$ cat config.mk
export PLATFORM = sky130hd
export DESIGN_NAME = sdram_bank_ctrl
export DESIGN_NICKNAME = d
export VERILOG_FILES = /design/src/sdram_ctl_pkg.sv /design/src/sdram_fifo.sv /design/src/sdram_bank_ctrl.sv
export SDC_FILE = /design/constraint.sdc
export NUM_CORES = 1
export LEC_CHECK = 0
export BUFFER_PORTS_ARGS = -buffer_cell sky130_fd_sc_hd__buf_2
export CAP_MARGIN = 20
export CORE_MARGIN = 4
export CORE_UTILIZATION = 60
export CTS_BUF_LIST = sky130_fd_sc_hd__clkbuf_4
export DETAILED_ROUTE_END_ITERATION = 8
export PLACE_DENSITY = 0.74
export SKIP_LAST_GASP = 1
export SLEW_MARGIN = 20
export SYNTH_ARGS = -nofsm -noshare
export SYNTH_HDL_FRONTEND = slang
export SYNTH_SLANG_ARGS = --single-unit
$ cat constraint.sdc
create_clock -name clock -period 6 [get_ports clock]
set_input_delay 0.3 -clock clock [delete_from_list [all_inputs] [get_ports clock]]
set_output_delay 0.3 -clock clock [all_outputs]
set_load 0.1 [all_outputs]
$ cat src/sdram_ctl_pkg.sv
// Constants, types and command encodings for the bank state and clock-enable logic
// Function
// - Read-with-autoprecharge cut by read elsewhere: stop data after latency, precharge at read.
// - Read-with-autoprecharge cut by write elsewhere: stop read, start precharge at write.
// - Write-with-autoprecharge cut by read elsewhere: read data after two or three clocks.
// - Write recovery starts at interrupting read; precharge begins after it expires.
// - Last element written is the one captured a clock before the interrupting read.
// - Write-with-autoprecharge cut by write elsewhere: end burst, recover, then precharge.
// - Last element written is the one captured a clock before the interrupting write.
// - Power action uses current and previous clock-enable and the prior state.
// - Enable falling with banks idle: power-down, self refresh, deep power-down; bursts suspend.
// - Power-down exits on enable high with no-op; idle for the next edge.
// - Clock suspend exit at edge n accepts the next command at n plus one.
// - Burst-stop encoding terminates a burst with enable high, deep power-down with low.
// - Chip-select high ignores command; strobes decode to the eight listed commands.
// - Each bank accepts only the commands its state allows.
// - Precharge during a plain burst in that bank truncates it and closes the row.
// - Bank is reading or writing until the burst ends; row-active only when quiet.
// - Activated bank becomes row-active once the activate-to-column delay elapses.
package sdram_ctl_pkg;

  localparam int CLOCK_MHZ          = 200;
  localparam int NUM_BANKS          = 4;
  localparam int BANK_BITS          = 2;
  localparam int TIMER_BITS         = 8;
  localparam int BURST_BITS         = 4;
  localparam int ADDR_AP_BIT        = 10;

  // Timing figures in ns except the mode-load count in cycles, counts derived with rounding up
  localparam int ACTIVATE_TO_COLUMN_DELAY_NS = 20;
  localparam int PRECHARGE_PERIOD_NS         = 20;
  localparam int WRITE_RECOVERY_TIME_NS      = 15;
  localparam int SELF_REFRESH_EXIT_TIME_NS   = 120;
  localparam int REFRESH_CYCLE_NS            = 80;
  localparam int MODE_LOAD_CYCLES            = 2;
  localparam int RCD_CYC = (ACTIVATE_TO_COLUMN_DELAY_NS * CLOCK_MHZ + 999) / 1000;
  localparam int RP_CYC  = (PRECHARGE_PERIOD_NS * CLOCK_MHZ + 999) / 1000;
  localparam int WR_CYC  = (WRITE_RECOVERY_TIME_NS * CLOCK_MHZ + 999) / 1000;
  localparam int XSR_CYC = (SELF_REFRESH_EXIT_TIME_NS * CLOCK_MHZ + 999) / 1000;
  localparam int RC_CYC  = (REFRESH_CYCLE_NS * CLOCK_MHZ + 999) / 1000;

  localparam logic [1:0] CAS_LAT_MIN = 2'h2;
  localparam logic [1:0] CAS_LAT_MAX = 2'h3;

  typedef enum logic [3:0] {
    CMD_INHIBIT   = 4'h0,
    CMD_NOP       = 4'h1,
    CMD_ACTIVATE  = 4'h2,
    CMD_READ      = 4'h3,
    CMD_WRITE     = 4'h4,
    CMD_PRECHARGE = 4'h5,
    CMD_REFRESH   = 4'h6,
    CMD_LOAD_MODE = 4'h7,
    CMD_BURST_STOP= 4'h8
  } cmd_t;

  typedef enum logic [2:0] {
    BANK_IDLE       = 3'h0,
    BANK_ACTIVATING = 3'h1,
    BANK_ACTIVE     = 3'h2,
    BANK_READ       = 3'h3,
    BANK_WRITE      = 3'h4,
    BANK_READ_AP    = 3'h5,
    BANK_WRITE_AP   = 3'h6,
    BANK_PRECHARGE  = 3'h7
  } bank_state_t;

  typedef enum logic [2:0] {
    PWR_RUN       = 3'h0,
    PWR_DOWN      = 3'h1,
    PWR_SELF_REF  = 3'h2,
    PWR_DEEP      = 3'h3,
    PWR_SUSPEND   = 3'h4,
    PWR_SR_EXIT   = 3'h5,
    PWR_BUSY      = 3'h6
  } pwr_state_t;

  localparam int DATA_W     = 16;
  localparam int FIFO_DEPTH = 16;

endpackage

$ cat src/sdram_fifo.sv
// Small synchronous FIFO with valid/ready on both sides
`timescale 1ns/1ps
`default_nettype none
module sdram_fifo #(
  parameter int WIDTH = 16,
  parameter int DEPTH = 16
) (
  input  wire logic             clock,
  input  wire logic             reset,
  input  wire logic             in_valid,
  output logic                  in_ready,
  input  wire logic [WIDTH-1:0] in_data,
  output logic                  out_valid,
  input  wire logic             out_ready,
  output logic      [WIDTH-1:0] out_data
);
  localparam int AW = $clog2(DEPTH);

  typedef struct packed {
    logic [AW:0]      wr_ptr;
    logic [AW:0]      rd_ptr;
    logic             out_valid;
    logic [WIDTH-1:0] out_data;
  } fifo_st_t;

  logic [WIDTH-1:0] mem_q [DEPTH];
  fifo_st_t st_q;
  fifo_st_t st_d;
  logic     full;
  logic     empty;
  logic     push;
  logic     pop;

  // Full when pointers differ only in the wrap bit
  assign full     = (st_q.wr_ptr[AW] != st_q.rd_ptr[AW]) && (st_q.wr_ptr[AW-1:0] == st_q.rd_ptr[AW-1:0]);
  assign empty    = (st_q.wr_ptr == st_q.rd_ptr);
  assign in_ready = !full;
  assign push     = in_valid && !full;
  // Output stage refills whenever it is free or being taken
  assign pop      = !empty && (!st_q.out_valid || out_ready);
  assign out_valid = st_q.out_valid;
  assign out_data  = st_q.out_data;

  // Pointer and output stage update
  always_comb
  begin
    st_d = st_q;
    if (push)
    begin
      st_d.wr_ptr = st_q.wr_ptr + 1'b1;
    end
    if (pop)
    begin
      st_d.rd_ptr    = st_q.rd_ptr + 1'b1;
      st_d.out_valid = 1'b1;
      st_d.out_data  = mem_q[st_q.rd_ptr[AW-1:0]];
    end
    else if (out_ready)
    begin
      st_d.out_valid = 1'b0;
    end
  end

  // Storage array, kept out of the reset tree
  always_ff @(posedge clock)
  begin
    if (push)
    begin
      mem_q[st_q.wr_ptr[AW-1:0]] <= in_data;
    end
  end

  always_ff @(posedge clock or posedge reset)
  begin
    if (reset)
    begin
      st_q <= '0;
    end
    else
    begin
      st_q <= st_d;
    end
  end
endmodule
`default_nettype wire

$ cat src/sdram_bank_ctrl.sv
// Command decode, per-bank state, clock-enable power states and concurrent auto precharge
`timescale 1ns/1ps
`default_nettype none
module sdram_bank_ctrl
  import sdram_ctl_pkg::*;
#(
  parameter int NBANK = NUM_BANKS
) (
  input  wire logic                 clock,
  input  wire logic                 reset,
  input  wire logic                 cke,
  input  wire logic                 chip_select_n,
  input  wire logic                 row_strobe_n,
  input  wire logic                 col_strobe_n,
  input  wire logic                 write_enable_n,
  input  wire logic [BANK_BITS-1:0] bank_addr,
  input  wire logic                 auto_precharge,
  input  wire logic                 all_banks,
  input  wire logic [1:0]           cas_latency,
  input  wire logic [BURST_BITS-1:0] burst_length,
  input  wire logic [DATA_W-1:0]    write_data,
  input  wire logic                 write_mask,
  output logic                      wr_out_valid,
  input  wire logic                 wr_out_ready,
  output logic      [DATA_W-1:0]    wr_out_data,
  output logic                      fifo_ready,
  output logic                      read_data_enable,
  output logic      [BANK_BITS-1:0] read_data_bank,
  output logic      [2:0]           power_state,
  output logic      [3*NBANK-1:0]   bank_states,
  output logic                      cmd_illegal
);

  typedef struct packed {
    logic [3*NBANK-1:0]          bank;
    logic [TIMER_BITS*NBANK-1:0] timer;
    logic [BURST_BITS*NBANK-1:0] burst;
    logic [NBANK-1:0]            wr_recover;
    logic [TIMER_BITS-1:0]       pwr_timer;
    logic [2:0]                  pwr;
    logic                        cke_prev;
    logic [3:0]                  rd_pipe;
    logic [3*BANK_BITS-1:0]      rd_bank_pipe;
    logic                        rd_en;
    logic [BANK_BITS-1:0]        rd_bank;
    logic                        illegal;
  } ctl_st_t;

  // Two-stage synchronisers for every pin input except cas_latency and burst_length
  logic [1:0] cke_sync_q;
  logic [4:0] cmd_s1_q;
  logic [4:0] cmd_s2_q;
  logic [BANK_BITS+1:0] adr_s1_q;
  logic [BANK_BITS+1:0] adr_s2_q;
  logic [DATA_W:0] dat_s1_q;
  logic [DATA_W:0] dat_s2_q;

  ctl_st_t st_q;
  ctl_st_t st_d;
  cmd_t    cmd;
  logic    cke_now;
  logic    cke_was;
  logic    all_idle;
  logic    wr_push;
  logic [DATA_W-1:0] wr_push_data;
  logic    cmd_bank_sel;

  // Strobe decode, shared by command path and power logic
  function automatic cmd_t decode_cmd(input logic [3:0] s);
    cmd_t c;
    c = CMD_INHIBIT;
    if (!s[3])
    begin
      case (s[2:0])
        3'h7:    c = CMD_NOP;
        3'h3:    c = CMD_ACTIVATE;
        3'h5:    c = CMD_READ;
        3'h4:    c = CMD_WRITE;
        3'h2:    c = CMD_PRECHARGE;
        3'h1:    c = CMD_REFRESH;
        3'h0:    c = CMD_LOAD_MODE;
        3'h6:    c = CMD_BURST_STOP;
        default: c = CMD_INHIBIT;
      endcase
    end
    return c;
  endfunction

  function automatic logic [TIMER_BITS-1:0] cyc(input int n);
    return TIMER_BITS'(n);
  endfunction

  // Pin capture: two flops before any logic looks at them
  always_ff @(posedge clock or posedge reset)
  begin
    if (reset)
    begin
      cke_sync_q <= '0;
      cmd_s1_q   <= 5'h1F;
      cmd_s2_q   <= 5'h1F;
      adr_s1_q   <= '0;
      adr_s2_q   <= '0;
      dat_s1_q   <= '0;
      dat_s2_q   <= '0;
    end
    else
    begin
      cke_sync_q <= {cke_sync_q[0], cke};
      cmd_s1_q   <= {chip_select_n, row_strobe_n, col_strobe_n, write_enable_n, 1'b0};
      cmd_s2_q   <= cmd_s1_q;
      adr_s1_q   <= {bank_addr, auto_precharge, all_banks};
      adr_s2_q   <= adr_s1_q;
      dat_s1_q   <= {write_mask, write_data};
      dat_s2_q   <= dat_s1_q;
    end
  end

  assign cmd      = decode_cmd(cmd_s2_q[4:1]);
  assign cke_now  = cke_sync_q[1];
  assign cke_was  = st_q.cke_prev;

  // All banks idle check over the per-bank states
  always_comb
  begin
    all_idle = 1'b1;
    for (int b = 0; b < NBANK; b++)
    begin
      if (st_q.bank[3*b +: 3] != BANK_IDLE)
      begin
        all_idle = 1'b0;
      end
    end
  end

  // Main next-state logic
  always_comb
  begin
    logic [BANK_BITS-1:0] tb;
    logic                 ap;
    logic                 pa;
    logic                 run;
    logic                 burst_busy;
    bank_state_t          bs;
    tb = adr_s2_q[BANK_BITS+1:2];
    ap = adr_s2_q[1];
    pa = adr_s2_q[0];
    run = 1'b0;
    burst_busy = 1'b0;
    bs = BANK_IDLE;
    st_d = st_q;
    st_d.cke_prev = cke_now;
    st_d.illegal  = 1'b0;
    wr_push      = 1'b0;
    wr_push_data = dat_s2_q[DATA_W-1:0];
    cmd_bank_sel = 1'b0;
    for (int b = 0; b < NBANK; b++)
    begin
      if (st_q.bank[3*b +: 3] inside {BANK_READ, BANK_WRITE, BANK_READ_AP, BANK_WRITE_AP})
      begin
        burst_busy = 1'b1;
      end
    end
    // Power state from previous and current enable level and prior state
    case (pwr_state_t'(st_q.pwr))
      PWR_RUN:
      begin
        if (cke_was && !cke_now)
        begin
          if (burst_busy)
            st_d.pwr = PWR_SUSPEND;
          else if (all_idle && (cmd == CMD_NOP || cmd == CMD_INHIBIT))
            st_d.pwr = PWR_DOWN;
          else if (all_idle && cmd == CMD_REFRESH)
            st_d.pwr = PWR_SELF_REF;
          else if (all_idle && cmd == CMD_BURST_STOP)
            st_d.pwr = PWR_DEEP;
          else
            st_d.pwr = PWR_DOWN;
        end
        else
        begin
          run = cke_now;
        end
      end
      PWR_DOWN:
      begin
        if (!cke_was && cke_now && (cmd == CMD_NOP || cmd == CMD_INHIBIT))
          st_d.pwr = PWR_RUN;
      end
      PWR_SELF_REF:
      begin
        if (!cke_was && cke_now && (cmd == CMD_NOP || cmd == CMD_INHIBIT))
        begin
          st_d.pwr       = PWR_SR_EXIT;
          st_d.pwr_timer = cyc(XSR_CYC);
        end
      end
      PWR_SR_EXIT:
      begin
        if (cmd != CMD_NOP && cmd != CMD_INHIBIT)
          st_d.illegal = 1'b1;
        if (st_q.pwr_timer <= cyc(1))
          st_d.pwr = PWR_RUN;
        else
          st_d.pwr_timer = st_q.pwr_timer - 1'b1;
      end
      PWR_DEEP:
      begin
        if (!cke_was && cke_now)
          st_d.pwr = PWR_RUN;
      end
      PWR_SUSPEND:
      begin
        // Internal clock frozen; next command seen at the following edge
        if (!cke_was && cke_now)
          st_d.pwr = PWR_RUN;
      end
      PWR_BUSY:
      begin
        if (st_q.pwr_timer <= cyc(1))
          st_d.pwr = PWR_RUN;
        else
          st_d.pwr_timer = st_q.pwr_timer - 1'b1;
      end
      default:
      begin
        st_d.pwr = PWR_RUN;
      end
    endcase

    // Read data pipe shifts in every power state except clock suspend
    if (run || st_q.pwr != PWR_SUSPEND)
    begin
      st_d.rd_pipe      = {st_q.rd_pipe[2:0], 1'b0};
      st_d.rd_bank_pipe = {st_q.rd_bank_pipe[2*BANK_BITS-1:0], {BANK_BITS{1'b0}}};
      st_d.rd_en        = (cas_latency == CAS_LAT_MAX) ? st_q.rd_pipe[2] : st_q.rd_pipe[1];
      st_d.rd_bank      = (cas_latency == CAS_LAT_MAX) ? st_q.rd_bank_pipe[3*BANK_BITS-1 -: BANK_BITS]
                                                      : st_q.rd_bank_pipe[2*BANK_BITS-1 -: BANK_BITS];
    end

    // Per-bank timers and burst counters, independent for each bank
    for (int b = 0; b < NBANK; b++)
    begin
      bs = bank_state_t'(st_q.bank[3*b +: 3]);
      if (run)
      begin
        if (st_q.timer[TIMER_BITS*b +: TIMER_BITS] != '0)
          st_d.timer[TIMER_BITS*b +: TIMER_BITS] = st_q.timer[TIMER_BITS*b +: TIMER_BITS] - 1'b1;
        if (st_q.burst[BURST_BITS*b +: BURST_BITS] != '0)
          st_d.burst[BURST_BITS*b +: BURST_BITS] = st_q.burst[BURST_BITS*b +: BURST_BITS] - 1'b1;
        case (bs)
          BANK_ACTIVATING:
            if (st_q.timer[TIMER_BITS*b +: TIMER_BITS] <= cyc(1))
              st_d.bank[3*b +: 3] = BANK_ACTIVE;
          BANK_READ, BANK_WRITE:
            if (st_q.burst[BURST_BITS*b +: BURST_BITS] <= BURST_BITS'(1))
              st_d.bank[3*b +: 3] = BANK_ACTIVE;
          BANK_READ_AP:
            if (st_q.burst[BURST_BITS*b +: BURST_BITS] <= BURST_BITS'(1))
            begin
              st_d.bank[3*b +: 3] = BANK_PRECHARGE;
              st_d.timer[TIMER_BITS*b +: TIMER_BITS] = cyc(RP_CYC);
            end
          BANK_WRITE_AP:
            if (st_q.burst[BURST_BITS*b +: BURST_BITS] <= BURST_BITS'(1) && !st_q.wr_recover[b])
            begin
              st_d.wr_recover[b] = 1'b1;
              st_d.timer[TIMER_BITS*b +: TIMER_BITS] = cyc(WR_CYC);
            end
            else if (st_q.wr_recover[b] && st_q.timer[TIMER_BITS*b +: TIMER_BITS] <= cyc(1))
            begin
              st_d.wr_recover[b] = 1'b0;
              st_d.bank[3*b +: 3] = BANK_PRECHARGE;
              st_d.timer[TIMER_BITS*b +: TIMER_BITS] = cyc(RP_CYC);
            end
          BANK_PRECHARGE:
            if (st_q.timer[TIMER_BITS*b +: TIMER_BITS] <= cyc(1))
              st_d.bank[3*b +: 3] = BANK_IDLE;
          default:
          begin
          end
        endcase
      end
    end

    // Command execution, only when enable was and is high
    if (run && cke_was)
    begin
      for (int b = 0; b < NBANK; b++)
      begin
        bs = bank_state_t'(st_q.bank[3*b +: 3]);
        cmd_bank_sel = (tb == BANK_BITS'(b));
        if (cmd_bank_sel || (cmd == CMD_PRECHARGE && pa))
        begin
          case (cmd)
            CMD_ACTIVATE:
              if (bs == BANK_IDLE)
              begin
                st_d.bank[3*b +: 3] = BANK_ACTIVATING;
                st_d.timer[TIMER_BITS*b +: TIMER_BITS] = cyc(RCD_CYC);
              end
              else
                st_d.illegal = 1'b1;
            CMD_READ, CMD_WRITE:
              if (bs inside {BANK_ACTIVE, BANK_READ, BANK_WRITE})
              begin
                if (cmd == CMD_READ)
                  st_d.bank[3*b +: 3] = ap ? BANK_READ_AP : BANK_READ;
                else
                  st_d.bank[3*b +: 3] = ap ? BANK_WRITE_AP : BANK_WRITE;
                st_d.burst[BURST_BITS*b +: BURST_BITS] = burst_length;
                st_d.wr_recover[b] = 1'b0;
              end
              else
                st_d.illegal = 1'b1;
            CMD_PRECHARGE:
              if (bs inside {BANK_ACTIVE, BANK_READ, BANK_WRITE, BANK_IDLE})
              begin
                if (bs != BANK_IDLE)
                begin
                  st_d.bank[3*b +: 3] = BANK_PRECHARGE;
                  st_d.timer[TIMER_BITS*b +: TIMER_BITS] = cyc(RP_CYC);
                  st_d.burst[BURST_BITS*b +: BURST_BITS] = '0;
                end
              end
              else if (cmd_bank_sel)
                st_d.illegal = 1'b1;
            CMD_BURST_STOP:
              if (bs inside {BANK_READ, BANK_WRITE})
              begin
                st_d.bank[3*b +: 3] = BANK_ACTIVE;
                st_d.burst[BURST_BITS*b +: BURST_BITS] = '0;
              end
            default:
            begin
            end
          endcase
        end
        else if (cmd == CMD_READ || cmd == CMD_WRITE)
        begin
          // Access elsewhere interrupts this bank's burst
          if (bs == BANK_READ_AP)
          begin
            st_d.bank[3*b +: 3] = BANK_PRECHARGE;
            st_d.timer[TIMER_BITS*b +: TIMER_BITS] = cyc(RP_CYC);
            st_d.burst[BURST_BITS*b +: BURST_BITS] = '0;
          end
          else if (bs == BANK_WRITE_AP && !st_q.wr_recover[b])
          begin
            st_d.wr_recover[b] = 1'b1;
            st_d.timer[TIMER_BITS*b +: TIMER_BITS] = cyc(WR_CYC);
            st_d.burst[BURST_BITS*b +: BURST_BITS] = '0;
          end
          else if (bs inside {BANK_READ, BANK_WRITE})
          begin
            st_d.bank[3*b +: 3] = BANK_ACTIVE;
            st_d.burst[BURST_BITS*b +: BURST_BITS] = '0;
          end
        end
      end
      // Refresh and mode load need every bank idle
      if (cmd == CMD_REFRESH || cmd == CMD_LOAD_MODE)
      begin
        if (!all_idle)
          st_d.illegal = 1'b1;
        else
        begin
          st_d.pwr       = PWR_BUSY;
          st_d.pwr_timer = (cmd == CMD_REFRESH) ? cyc(RC_CYC) : cyc(MODE_LOAD_CYCLES);
        end
      end
      // Read launch: a new read cuts older read data at the same latency
      if (cmd == CMD_READ && !st_d.illegal)
      begin
        st_d.rd_pipe[0] = 1'b1;
        st_d.rd_bank_pipe[BANK_BITS-1:0] = tb;
      end
      if (cmd == CMD_WRITE)
      begin
        st_d.rd_pipe = '0;
        st_d.rd_en   = 1'b0;
      end
    end

    // Write data capture into the FIFO; at an interrupting read or burst stop the data is dropped, at a write it starts the new burst
    for (int b = 0; b < NBANK; b++)
    begin
      bs = bank_state_t'(st_q.bank[3*b +: 3]);
      if (run && (bs == BANK_WRITE || (bs == BANK_WRITE_AP && !st_q.wr_recover[b]))
          && st_q.burst[BURST_BITS*b +: BURST_BITS] > BURST_BITS'(1) && !dat_s2_q[DATA_W]
          && !((cmd == CMD_READ || cmd == CMD_WRITE || cmd == CMD_BURST_STOP) && cke_was))
      begin
        wr_push = 1'b1;
      end
    end
    if (run && cke_was && cmd == CMD_WRITE && !dat_s2_q[DATA_W])
      wr_push = 1'b1;
  end

  always_ff @(posedge clock or posedge reset)
  begin
    if (reset)
    begin
      st_q <= '0;
    end
    else
    begin
      st_q <= st_d;
    end
  end

  // Accepted write elements leave through the buffer
  sdram_fifo #(
    .WIDTH (DATA_W),
    .DEPTH (FIFO_DEPTH)
  ) sdram_fifo_inst (
    .clock     (clock),
    .reset     (reset),
    .in_valid  (wr_push),
    .in_ready  (fifo_ready),
    .in_data   (wr_push_data),
    .out_valid (wr_out_valid),
    .out_ready (wr_out_ready),
    .out_data  (wr_out_data)
  );

  assign read_data_enable = st_q.rd_en;
  assign read_data_bank   = st_q.rd_bank;
  assign power_state      = st_q.pwr;
  assign bank_states      = st_q.bank;
  assign cmd_illegal      = st_q.illegal;
endmodule
`default_nettype wire

==> flow_metrics.py <==
metrics = {
    "global_routing": {
        "grt_max_degree": 114,
        "grt_use_total_pct": 26.73,
        "antenna_found_initial": 2,
        "gr-total-overflow": 0,
        "grt_first_pass_wirelength_mm": 74.31,
        "grt_pass1_vias": 13410,
    },
    "clocking": {
        "cts_buffers": 103,
        "root_buffer": "clkbuf_4",
        "cts_setup_buffers": 0,
        "cts_resized": 0,
        "cts.clk_slew.worst_paths_ps": 60,
        "htree_levels": 3,
        "clock-sinks": 424,
        "clk-insertion-delay-late_ps": 810,
        "clockBufferDepth": 3,
        "cts_tree": "built",
    },
    "placed_design": {
        "hpwl_mm": 31.32,
        "gp_congestion": 0.9899,
        "dp_slack_ps": 2318,
        "port_buffers": 71,
    },
    "yosys": {
        "netlist_area_um2": 19800,
        "syn_area_per_cell_um2": 13.19,
        "synth_warnings": 0,
        "ys.flop_type": "edfxtp_1",
        "synth_cell_types": 89,
        "synth_seq_cells": 424,
        "synth_edf_count": 256,
        "synthArstFlopShare_pct": 39.62,
        "ys_seq_area_share_pct": 60.11,
        "syn_inst": 1501,
        "syn_nets": 1564,
    },
    "setup_path": {
        "crit_family": "simple AND/OR/NAND/NOR gates",
        "end_kind": "flop",
        "worst_path_largest_cell_delay_ps": 850,
        "cp_slowest_cell": "and3_1",
        "critPathLaunchType": "flop",
        "crit_type": "flop to flop",
        "path_buf_inv": 0,
        "cp.required_ps": 6410,
        "worst-path-max-fanout": 16,
        "worstPathArrival_ps": 4180,
        "path_cells": "nor4b_4, and2_1, and3_1, a31o_2, and2_1, and3_1",
    },
    "routing": {
        "wirelength_mm": 47.54,
        "first_iter_violations": 1362,
        "vias_per_cell": 6.168,
        "dr.pass1.iters": 8,
        "drc_errors": 0,
        "vias": 13210,
        "final_antenna_net_count": 0,
        "wl_per_cell_um": 22.19,
    },
    "floorplanning": {
        "rows": 66,
        "chipWidth_um": 189.7,
        "core_um2": 32540,
        "dieArea_um2": 35970,
        "io_pins": 72,
        "start_util_pct": 60.86,
        "die_h_um": 189.7,
    },
    "finish": {
        "drive_gt1_share_pct": 23.29,
        "final_nets": 1670,
        "fill_cells": 2412,
        "syn2layout_area_growth_pct": 10.72,
        "postLayoutCoreUtil_pct": 67.38,
    },
    "pwr": {
        "ir_drop_uv": 388.9,
        "power.density_nw_per_um2": 444.4,
        "fin_total_pwr_w": 0.009743,
        "power_leakage_nw": 8.119,
    },
    "flow_run": {
        "cap_violations": 0,
    },
    "timing": {
        "relSlewSlack_pct": 22.05,
        "hold_violations": 0,
        "finalCritPeriodShare_pct": 62.82,
        "fmax_mhz": 265.3,
        "setup_viol": 0,
        "tns_ps": 0,
        "finClkSkew_ps": 53.07,
        "setup_ws_ps": 2231,
        "worst_pin_slew_ps": 1160,
        "slew_viol_final": 0,
        "hold-worst-slack_ps": 135.5,
        "min_period_ps": 3769,
        "rsz0062_at_grt": "false",
    },
    "min_path": {
        "hold_class": "input port to flop",
    },
    "run_status": {
        "status": "completed",
    },
}
==> cells in the final DEF, fill, tap and decap left out, types with 8 or more instances in the layout <==
cell type and instances:
edfxtp_1 256, clkbuf_4 161, dfrtp_1 158, nor2_1 110, nand2_1 105, o21ai_0 84, mux4_2 80, buf_2 71
a21oi_1 69, inv_1 39, nor3_1 37, dlygate4sd3_1 35, ha_1 28, xnor2_1 27, nand3_1 25, nor2b_1 24
a31oi_1 24, clkinv_1 24, mux2_2 21, and3_1 20, nand2b_1 18, nor4_1 17, nand4_1 14, xor2_1 14
or4_1 11, o211ai_1 10, nor3b_1 9, a21o_1 9, a211oi_1 9, nand3b_1 9, buf_4 9, or3_1 8
dfstp_2 8
==> sequential cells by signal (all words and copies together), names as in the netlist, 10 cells and up <==
register / flops
sdram_fifo_inst.mem_q: 256
st_q: 69
dat_s1_q: 17
dat_s2_q: 17
sdram_fifo_inst.out_data: 16
bank_states: 12
sdram_fifo_inst.st_q: 10
==> cell type report <==
class	instances	area [um2]	area share [%]
sequential	424	11910	54.31
multi-input combinational	923	7144	32.59
clock buffer	161	1209	5.513
timing repair buffer	115	773.2	3.527
tap	442	553.0	2.523
clock inverter	33	170.2	0.7762
inverter	40	157.7	0.7191
antenna	4	10.01	0.04566
==> metrics by stage <==
step,cells,cell area [um2]
after global routing,2142,21920
after detailed placement,1909,20180
after global placement,1908,20180
final,2142,21920
after floorplan,1501,19800
after CTS,2138,21910
==> where the power goes <==
group | internal [W] | total [W] | switching (W) | leakage [nW]
logic | 0.00131 | 0.00337 | 0.00206 | 2.95
clock network | 0.00127 | 0.00240 | 0.00113 | 0.826
registers | 0.00343 | 0.00398 | 0.000545 | 4.34
total | 0.00601 | 0.00974 | 0.00374 | 8.12
==> routing by layer <==
layer	global-route usage, %	up-vias	share of wire (%)
li1	-	5985	-
met1	32.94	6568	38
met2	46.95	533	53
met3	4.936	125	5.7
met4	10.99	0	3.5
met5	0	-	0
==> worst paths after layout <==
kind,startpoint,end,slack [ps],cells past startpoint
max,cke_was,sdram_fifo_inst.mem_q[8][4],2230,6
min,write_data[1],dat_s1_q[1],140,2
max reg2reg,cke_was,sdram_fifo_inst.mem_q[8][4],2230,6
min reg2reg,dat_s1_q[11],dat_s2_q[11],320,0
max in group asynchronous,reset,sdram_fifo_inst.st_q[17],4500,4
min in group asynchronous,reset,st_q[25],220,3
==> cell families after synthesis <==
kind of cell,count (synthesis),synth area share [%]
adders and majority gates,28,1.769
AOI/OAI and AO/OA,298,9.858
buffers and inverters,154,3.962
muxes,108,10.65
DFF,424,60.11
and+or+nand+nor,448,11.84
xor gates and xnor gates,41,1.814
==> what timing repair did <==
action | in CTS | in global routing
endpoints found under the hold margin | 147 | 0
hold buffers | 35 | 0
endpoints found under the setup margin | 0 | 0
==> synth_stat cells, types with 10 or more instances <==
cell | n | area share, %
edfxtp_1 | 256 | 39
nand2b_1 | 18 | 0.57
nand4_1 | 14 | 0.44
inv_1 | 40 | 0.76
dfrtp_1 | 160 | 20
or4_1 | 11 | 0.42
xor2_1 | 14 | 0.62
a21oi_1 | 70 | 1.8
nand2_1 | 105 | 2.0
buf_2 | 21 | 0.53
nor2_1 | 110 | 2.1
buf_4 | 34 | 1.3
a31oi_1 | 24 | 0.76
xnor2_1 | 27 | 1.2
ha_1 | 28 | 1.8
nor3_1 | 39 | 0.99
nor2b_1 | 26 | 0.82
and3_1 | 20 | 0.63
mux4_2 | 80 | 9.1
o211ai_1 | 10 | 0.38
o21ai_0 | 84 | 2.1
nor4_1 | 17 | 0.54
mux2_2 | 21 | 1.2
nand3_1 | 26 | 0.66
clkbuf_1 | 43 | 0.82
Power figures use the tool's default switching activity.
